==> src/logic/sscl_pkg.sv <==
package sscl_pkg;

   // ***************************************************
   // clock and timing
   // ***************************************************
   localparam int CLK_MHZ = 125;
   localparam int PROG_LOW_NS = 500;
   localparam int INIT_RELEASE_NS = 1000;

   // least time in ns to whole cycles, rounded up, never below one
   function automatic int ns_to_cyc(input int ns);
      int c;
      c = (ns * CLK_MHZ + 999) / 1000;
      return (c < 1) ? 1 : c;
   endfunction

   localparam int PROG_LOW_CYC = ns_to_cyc(PROG_LOW_NS);
   localparam int INIT_RELEASE_CYC = ns_to_cyc(INIT_RELEASE_NS);
   // half period of the serial clock: 10 cycles gives 80 ns
   localparam int SCLK_HALF_CYC = 10;
   localparam int DONE_WAIT_CYC = 64;
   localparam int TIMER_W = 8;
   localparam int DIV_W = 4;

   // ***************************************************
   // command and bitstream layout
   // ***************************************************
   localparam logic [31:0] SYNC_WORD = 32'haa995566;
   localparam int SYNC_WINDOW_BITS = 256;
   localparam logic [7:0] READ_CMD = 8'h03;
   localparam int ADDR_BITS = 24;
   localparam int CMD_BITS = 8 + ADDR_BITS;
   localparam int HUNT_LIMIT = CMD_BITS + SYNC_WINDOW_BITS;
   localparam int HUNT_W = 10;
   localparam int LOAD_WORDS = 16;
   localparam int WORD_CNT_W = 5;
   localparam int FLASH_BYTES = 256;
   localparam int FLASH_AW = 8;
   localparam int LEN_W = 16;
   localparam int XFER_W = 20;

endpackage

==> src/logic/sscl_if.sv <==
`timescale 1ns/1ps
interface sscl_if;
   logic sclk;
   logic csN;
   logic mosi;
   logic miso;
   logic progN;
   logic initN;
   logic done;

   // host: controller plus flash; device: configuration port
   modport host(output sclk, output csN, output mosi, output miso, output progN,
      input initN, input done);
   modport device(input sclk, input miso, input progN, output initN, output done);
endinterface

==> src/logic/sscl_host.sv <==
`timescale 1ns/1ps
module sscl_host (
   // clock and reset
   input wire logic clk,
   input wire logic resetn,
   // link
   sscl_if.host link,
   // load request
   input wire logic start,
   input wire logic [sscl_pkg::ADDR_BITS-1:0] primaryAddr,
   input wire logic [sscl_pkg::ADDR_BITS-1:0] fallbackAddr,
   input wire logic [sscl_pkg::LEN_W-1:0] lenBytes,
   // flash programming
   input wire logic memWrEn,
   input wire logic [sscl_pkg::FLASH_AW-1:0] memAddr,
   input wire logic [7:0] memData,
   // status
   output logic busy,
   output logic loadOk,
   output logic loadFail,
   output logic usedFallback
);
   import sscl_pkg::*;

   typedef enum {H_IDLE, H_CLEAR, H_WAIT, H_XFER, H_CHECK, H_OK, H_FAIL} sscl_hstate_e;
   typedef enum {F_CMD, F_DATA, F_IGNORE} sscl_fstate_e;

   // ***************************************************
   // status synchronisers
   // ***************************************************
   logic [2:0] initSync, doneSync;
   logic initF, doneF;

   always_ff @(posedge clk or negedge resetn) begin
      if (!resetn) begin
         initSync <= 3'h0;
         doneSync <= 3'h0;
      end else begin
         initSync <= {initSync[1:0], link.initN};
         doneSync <= {doneSync[1:0], link.done};
      end
   end

   always_ff @(posedge clk or negedge resetn) begin
      if (!resetn) begin
         initF <= 1'b0;
         doneF <= 1'b0;
      end else begin
         if (initSync[1] == initSync[2]) initF <= initSync[2];
         if (doneSync[1] == doneSync[2]) doneF <= doneSync[2];
      end
   end

   // ***************************************************
   // serial clock divider
   // ***************************************************
   sscl_hstate_e state_reg;
   logic [DIV_W-1:0] div_reg;
   logic sclk_reg, clocking_reg;
   logic tick, sclkRise, sclkFall;

   assign tick = clocking_reg && (div_reg == DIV_W'(SCLK_HALF_CYC - 1));
   assign sclkRise = tick && !sclk_reg;
   assign sclkFall = tick && sclk_reg;

   always_ff @(posedge clk or negedge resetn) begin
      if (!resetn) begin
         div_reg <= '0;
         sclk_reg <= 1'b0;
      end else if (!clocking_reg) begin
         div_reg <= '0;
         sclk_reg <= 1'b0;
      end else begin
         div_reg <= tick ? '0 : div_reg + DIV_W'(1);
         if (tick) sclk_reg <= ~sclk_reg;
      end
   end

   assign link.sclk = sclk_reg;

   // ***************************************************
   // load sequence
   // ***************************************************
   logic [TIMER_W-1:0] timer_reg;
   logic [XFER_W-1:0] riseCnt_reg;
   logic [XFER_W-1:0] totalBits;
   logic [ADDR_BITS-1:0] addr_reg;
   logic [31:0] cmd_reg;
   logic fallback_reg, progN_reg, csN_reg, lastRise_reg;

   assign totalBits = XFER_W'(CMD_BITS) + XFER_W'({lenBytes, 3'h0});

   always_ff @(posedge clk or negedge resetn) begin
      if (!resetn) begin
         state_reg <= H_IDLE;
         timer_reg <= '0;
         riseCnt_reg <= '0;
         addr_reg <= '0;
         cmd_reg <= 32'h0;
         fallback_reg <= 1'b0;
         progN_reg <= 1'b1;
         csN_reg <= 1'b1;
         clocking_reg <= 1'b0;
         lastRise_reg <= 1'b0;
      end else begin
         case (state_reg)
            H_IDLE, H_OK, H_FAIL: begin
               if (start) begin
                  state_reg <= H_CLEAR;
                  addr_reg <= primaryAddr;
                  fallback_reg <= 1'b0;
                  progN_reg <= 1'b0;
                  timer_reg <= TIMER_W'(PROG_LOW_CYC - 1);
               end
            end
            H_CLEAR: begin
               if (timer_reg == '0) begin
                  progN_reg <= 1'b1;
                  state_reg <= H_WAIT;
                  timer_reg <= TIMER_W'(INIT_RELEASE_CYC + 7);
               end else begin
                  timer_reg <= timer_reg - TIMER_W'(1);
               end
            end
            H_WAIT: begin
               // margin over release time covers synchroniser lag
               if (initF || timer_reg == '0) begin
                  state_reg <= H_XFER;
                  cmd_reg <= {READ_CMD, addr_reg};
                  csN_reg <= 1'b0;
                  clocking_reg <= 1'b1;
                  riseCnt_reg <= '0;
                  lastRise_reg <= 1'b0;
               end else begin
                  timer_reg <= timer_reg - TIMER_W'(1);
               end
            end
            H_XFER: begin
               if (sclkRise) begin
                  riseCnt_reg <= riseCnt_reg + XFER_W'(1);
                  if (riseCnt_reg == totalBits - XFER_W'(1)) lastRise_reg <= 1'b1;
               end
               if (sclkFall) begin
                  cmd_reg <= {cmd_reg[30:0], 1'b0};
                  if (lastRise_reg) begin
                     clocking_reg <= 1'b0;
                     csN_reg <= 1'b1;
                     state_reg <= H_CHECK;
                     timer_reg <= TIMER_W'(DONE_WAIT_CYC - 1);
                  end
               end
            end
            H_CHECK: begin
               if (timer_reg != '0) begin
                  timer_reg <= timer_reg - TIMER_W'(1);
               end else if (initF && doneF) begin
                  state_reg <= H_OK;
               end else if (!fallback_reg) begin
                  fallback_reg <= 1'b1;
                  addr_reg <= fallbackAddr;
                  progN_reg <= 1'b0;
                  state_reg <= H_CLEAR;
                  timer_reg <= TIMER_W'(PROG_LOW_CYC - 1);
               end else begin
                  state_reg <= H_FAIL;
               end
            end
            default: state_reg <= H_IDLE;
         endcase
      end
   end

   assign link.progN = progN_reg;
   assign link.csN = csN_reg;
   assign link.mosi = cmd_reg[31];
   assign busy = (state_reg != H_IDLE) && (state_reg != H_OK) && (state_reg != H_FAIL);
   assign loadOk = (state_reg == H_OK);
   assign loadFail = (state_reg == H_FAIL);
   assign usedFallback = fallback_reg;

   // ***************************************************
   // serial flash: array, command decode, data out
   // ***************************************************
   logic [7:0] flashMem [FLASH_BYTES];
   sscl_fstate_e fState_reg;
   logic [4:0] fCnt_reg;
   logic [2:0] fBit_reg;
   logic [31:0] fShift_reg;
   logic [31:0] fShiftNext;
   logic [FLASH_AW-1:0] fAddr_reg;
   logic miso_reg;

   assign fShiftNext = {fShift_reg[30:0], cmd_reg[31]};

   always_ff @(posedge clk) begin
      if (memWrEn) flashMem[memAddr] <= memData;
   end

   always_ff @(posedge clk or negedge resetn) begin
      if (!resetn) begin
         fState_reg <= F_CMD;
         fCnt_reg <= 5'h0;
         fBit_reg <= 3'h0;
         fShift_reg <= 32'h0;
         fAddr_reg <= '0;
         miso_reg <= 1'b0;
      end else if (csN_reg) begin
         fState_reg <= F_CMD;
         fCnt_reg <= 5'h0;
         fBit_reg <= 3'h0;
         miso_reg <= 1'b0;
      end else begin
         case (fState_reg)
            F_CMD: begin
               if (sclkRise) begin
                  fShift_reg <= fShiftNext;
                  fCnt_reg <= fCnt_reg + 5'h1;
                  if (fCnt_reg == 5'h1f) begin
                     fAddr_reg <= fShiftNext[FLASH_AW-1:0];
                     fState_reg <= (fShiftNext[31:24] == READ_CMD) ? F_DATA : F_IGNORE;
                  end
               end
            end
            F_DATA: begin
               if (sclkFall) begin
                  miso_reg <= flashMem[fAddr_reg][3'h7 - fBit_reg];
                  fBit_reg <= fBit_reg + 3'h1;
                  if (fBit_reg == 3'h7) fAddr_reg <= fAddr_reg + FLASH_AW'(1);
               end
            end
            F_IGNORE: miso_reg <= 1'b0;
            default: fState_reg <= F_CMD;
         endcase
      end
   end

   assign link.miso = miso_reg;

endmodule

==> src/flat_wrapper.sv <==
// flat-port wrapper written by rule: the top's interface ports become plain ports
module sscl_host_flat import sscl_pkg::*;
  (clk, resetn, start, primaryAddr, fallbackAddr, lenBytes, memWrEn, memAddr, memData, busy, loadOk, loadFail, usedFallback, link_sclk, link_csN, link_mosi, link_miso, link_progN, link_initN, link_done);
  sscl_if link_i ();
  input wire logic clk;
  input wire logic resetn;
  input wire logic start;
  input wire logic [sscl_pkg::ADDR_BITS-1:0] primaryAddr;
  input wire logic [sscl_pkg::ADDR_BITS-1:0] fallbackAddr;
  input wire logic [sscl_pkg::LEN_W-1:0] lenBytes;
  input wire logic memWrEn;
  input wire logic [sscl_pkg::FLASH_AW-1:0] memAddr;
  input wire logic [7:0] memData;
  output logic busy;
  output logic loadOk;
  output logic loadFail;
  output logic usedFallback;
  output wire logic [$bits(link_i.sclk)-1:0] link_sclk;
  output wire logic [$bits(link_i.csN)-1:0] link_csN;
  output wire logic [$bits(link_i.mosi)-1:0] link_mosi;
  output wire logic [$bits(link_i.miso)-1:0] link_miso;
  output wire logic [$bits(link_i.progN)-1:0] link_progN;
  input wire logic [$bits(link_i.initN)-1:0] link_initN;
  input wire logic [$bits(link_i.done)-1:0] link_done;
  assign link_sclk = link_i.sclk;
  assign link_csN = link_i.csN;
  assign link_mosi = link_i.mosi;
  assign link_miso = link_i.miso;
  assign link_progN = link_i.progN;
  assign link_i.initN = link_initN;
  assign link_i.done = link_done;
  sscl_host u_core (.clk(clk), .resetn(resetn), .link(link_i), .start(start), .primaryAddr(primaryAddr), .fallbackAddr(fallbackAddr), .lenBytes(lenBytes), .memWrEn(memWrEn), .memAddr(memAddr), .memData(memData), .busy(busy), .loadOk(loadOk), .loadFail(loadFail), .usedFallback(usedFallback));
endmodule
==> config.mk <==
export PLATFORM = sky130hd
export DESIGN_NAME = sscl_host_flat
export DESIGN_NICKNAME = d
export VERILOG_FILES = /design/src/logic/sscl_pkg.sv /design/src/logic/sscl_if.sv /design/src/logic/sscl_host.sv /design/src/flat_wrapper.sv
export SDC_FILE = /design/constraint.sdc
export NUM_CORES = 2
export LEC_CHECK = 0
export ABC_CLOCK_PERIOD_IN_PS = 6910
export BUFFER_PORTS_ARGS = -buffer_cell sky130_fd_sc_hd__buf_2
export CAP_MARGIN = 0
export CORE_AREA = 2 2 712 502
export CTS_BUF_LIST = sky130_fd_sc_hd__clkbuf_2 sky130_fd_sc_hd__clkbuf_4 sky130_fd_sc_hd__clkbuf_8
export DETAILED_ROUTE_END_ITERATION = 8
export DIE_AREA = 0 0 714 504
export SLEW_MARGIN = 10
export SYNTH_ARGS = -nofsm -noshare
export SYNTH_HDL_FRONTEND = slang
export SYNTH_SLANG_ARGS = --single-unit
export TNS_END_PERCENT = 5
==> constraint.sdc <==
create_clock -name clk -period 6.91 [get_ports clk]
set_clock_uncertainty 0.1 [all_clocks]
set_input_delay 1.382 -clock clk [delete_from_list [all_inputs] [get_ports clk]]
set_output_delay 1.382 -clock clk [all_outputs]
set_load 0.03 [all_outputs]
==> summary.md <==
| Metric | Value |
|---|---|
| Slew @ Worst Pin | `1.304 ns` |
| Syn_area_per_cell | `18.81 um^2` |
| Core area | `353100 um^2` |
| CTS sink cnt | `2203` |
| CP peak stage delay | `1.01 ns` |
| Number of flops mapped to enable cells by yosys | `2048` |
| Ys Warns | `0` |
| Post-synthesis sequential area ratio | `74.39%` |
| Number of DRC markers in iteration 0 | `6917` |
| Vias per std cell | `4.856` |
| Clk Latency, worst-skew pair | `0.97 ns` |
| Critical path arrival | `5.81 ns` |
| Final hold vios | `0` |
| Worst path required time | `7.67 ns` |
| Hold buffer count at cts | `0` |
| Share of cells above drive strength 1 | `23.80%` |
| Num ports | `95` |
| Seq cells post-synth | `2203` |
| Top_reg_cell synth | `edfxtp_1` |
| Antenna Nets Post-Route | `0` |
| Setup TNS | `0 ns` |
| Worst setup SP type | `flip-flop` |
| CP Max Fanout | `86` |
| Die height | `504 um` |
| Max Freq | `198.1 MHz` |
| Final setup violation count | `0` |
| Largest net degree at the start of global routing | `213` |
| Leak Pwr | `0.03019 uW` |
| Crit share post-route | `73.04%` |
| Setup bufs post-CTS | `0` |
| Layout fillers | `34797` |
| DRC viols | `0` |
| CTS resizes | `0` |
| Synthesized Nets | `4772` |
| Max-slew violations | `0` |
| RSZ-0062 raised after global routing | `false` |
| Synthesis-to-layout area growth | `14.01%` |
| Die Wd | `714 um` |
| Worst hold path class | `flip-flop to flip-flop` |
| Initial Util | `24.89%` |
| Critical path class | `flip-flop to flip-flop` |
| Site Rows | `183` |
| First-pass GRT wire length | `349800 um` |
| Initial antenna violation count | `21` |
| Slew Limit Headroom | `10.61%` |
| Synth area leader | `edfxtp_1` |
| Post-layout util | `28.38%` |
| Vias in the first global route | `46417` |
| Cells after Synth | `4672` |
| WL/cell | `25.19 um` |
| Crit. End Element | `flip-flop` |
| CTS Buf Count | `330` |
| TritonCTS clock tree | `done` |
| Synth unique cells | `77` |
| CTS root buffer | `clkbuf_8` |
| Reg clk slew, reported paths | `0.06 ns` |
| CP cell instances | `buf_12, mux4_2, mux4_2, mux2i_1, a221oi_1, a32o_1, a221oi_2, o31ai_1` |
| Routed via count | `47946` |
| PwrDens | `267.5 nW/um^2` |
| Maximum clock path buffer count | `4` |
| WL final | `248800 um` |
| Grt ovf | `0` |
| Max FFs per register | `2048` |
| CP most frequent cell | `mux4_2` |
| Hpwl dp | `153100 um` |
| Period minus WS final | `5.047 ns` |
| Area contributors post-synth | `edfxtp_1 70%, mux4_2 11%, dfrtp_1 4.4%, mux2i_1 3.0%, nor2_1 1.8%` |
| Count of input and output buffers | `94` |
| 1st-pass router iterations | `7` |
| GPL Wtd Cong | `0.9031` |
| Number of H-tree levels | `5` |
| Worst path slowest cell | `mux2i_1` |
| Number of max-cap violations | `0` |
| Final nets | `5009` |
| Cell area after synthesis | `87890 um^2` |
| Total GRT Usage | `13.27%` |
| Status | `complete, no violations` |
| Peak VDD IR | `0.0001501 V` |
| Synth top area share | `69.97%` |
| Die ar. | `359900 um^2` |
| Ys async rst share | `7.036%` |
==> cells in the final DEF, fill, tap and decap left out, drive strengths merged, types with 5 or more instances in the layout <==
master    synthesis  routed
nand2b           16      16
a211oi           21      21
a21oi           117     117
clkinvlp          0      10
inv              33      43
o211ai           14      14
nor2b            22      22
or2               7       7
and2              8       8
and3             18      18
o31ai            14      14
a221o            11      11
bufinv            0       9
mux4            437     437
o22a              6       6
a221oi           33      33
a31oi            44      44
o22ai            29      29
clkinv            3     111
xor2             26      26
dfrtp           153     153
xnor2            18      18
nor2            412     412
a22oi            64      64
nor3             35      35
ha               14      14
mux2             58      58
nand3            63      63
edfxtp         2048    2048
buf             126     179
nand4            22      22
mux2i           264     264
nand2           183     183
clkbuf          156     446
o21ai            68      68
nor4              8       8
diode             0       5
a22o             10      10
o221ai           38      38
==> layer usage <==
metal | vias to the layer above | part of all wire [%] | global-route usage [%]
met5 | - | 0.10 | 0.4240
met4 | 10 | 3.0 | 4.000
met3 | 491 | 14 | 4.673
met2 | 2899 | 41 | 17.93
met1 | 25115 | 43 | 19.69
li1 | 19431 | - | -
==> cell usage after synthesis (35+ instances only) <==
cell type / n
a21oi_1: 117
a22oi_1: 64
a31oi_1: 44
buf_2: 45
buf_6: 40
clkbuf_1: 156
dfrtp_1: 153
edfxtp_1: 2048
mux2_2: 58
mux2i_1: 264
mux4_2: 436
nand2_1: 183
nand3_1: 63
nor2_1: 412
nor3_1: 35
o21ai_0: 68
o221ai_1: 38
==> critical path: cells and delay by family, from the launching register on <==
| kind | cells | cell delay, ns |
|---|---|---|
| buffers and inverters | 1 | 0.60 |
| flip-flops | 1 | 0.92 |
| AO/OA/AOI/OAI | 4 | 1.03 |
| multiplexers | 3 | 2.11 |
==> layout make-up <==
cell class / count / area [um^2] / area share [%]
Sequential cell: 2203 / 65400 / 65.26
Multi-Input combinational cell: 2151 / 20930 / 20.89
Tap cell: 4717 / 5902 / 5.890
Clock buffer: 438 / 5415 / 5.404
Timing Repair Buffer: 187 / 1495 / 1.492
Clock inverter: 137 / 915.9 / 0.9140
Inverter: 36 / 140.1 / 0.1398
Antenna cell: 5 / 12.51 / 0.01249
==> through the flow <==
step	instance area [um^2]	total power (uW)	setup WS [ns]	cells	hold slack [ns]
2_1_floorplan	87890	15960	3.611	4672	0.2312
3_3_place_gp	93810	16420	1.853	9292	0.2324
3_5_place_dp	93850	16490	2.120	9294	0.2370
4_1_cts	100200	26960	2.081	9869	0.2524
5_1_grt	100200	27700	1.792	9874	0.2610
6_report	100200	26800	1.863	9874	0.2494
==> where the power goes <==
part           total [uW]  switching, uW  internal [uW]
clock network       10600           5140           5460
logic                1220            858            359
registers           15000            185          14800
total               26800           6180          20600
==> final timing paths <==
kind,start,endpoint,slack (ns),cells after the start
setup / recovery,u_core.fAddr_reg[0],u_core.link.miso,1.86,8
hold / removal,u_core.initSync[0],u_core.initSync[1],0.25,0
setup reg to reg,u_core.fAddr_reg[0],u_core.link.miso,1.86,8
hold reg to reg,u_core.initSync[0],u_core.initSync[1],0.25,0
max in group asynchronous,resetn,u_core.cmd_reg[14],4.92,2
min in group asynchronous,resetn,u_core.riseCnt_reg[12],0.43,1
==> cell families after synthesis <==
group                    after synthesis  share of synthesized area (%)
flip-flops                          2203                          74.39
AND/OR/NAND/NOR                      815                          4.009
multiplexers                         759                          14.95
AO/OA/AOI/OAI                        517                          4.033
buffers and inverters                318                          1.960
XOR/XNOR                              44                         0.4385
adder cells (fa/ha/maj)               16                         0.2221
Note: power is estimated with default switching activity, not from simulation.
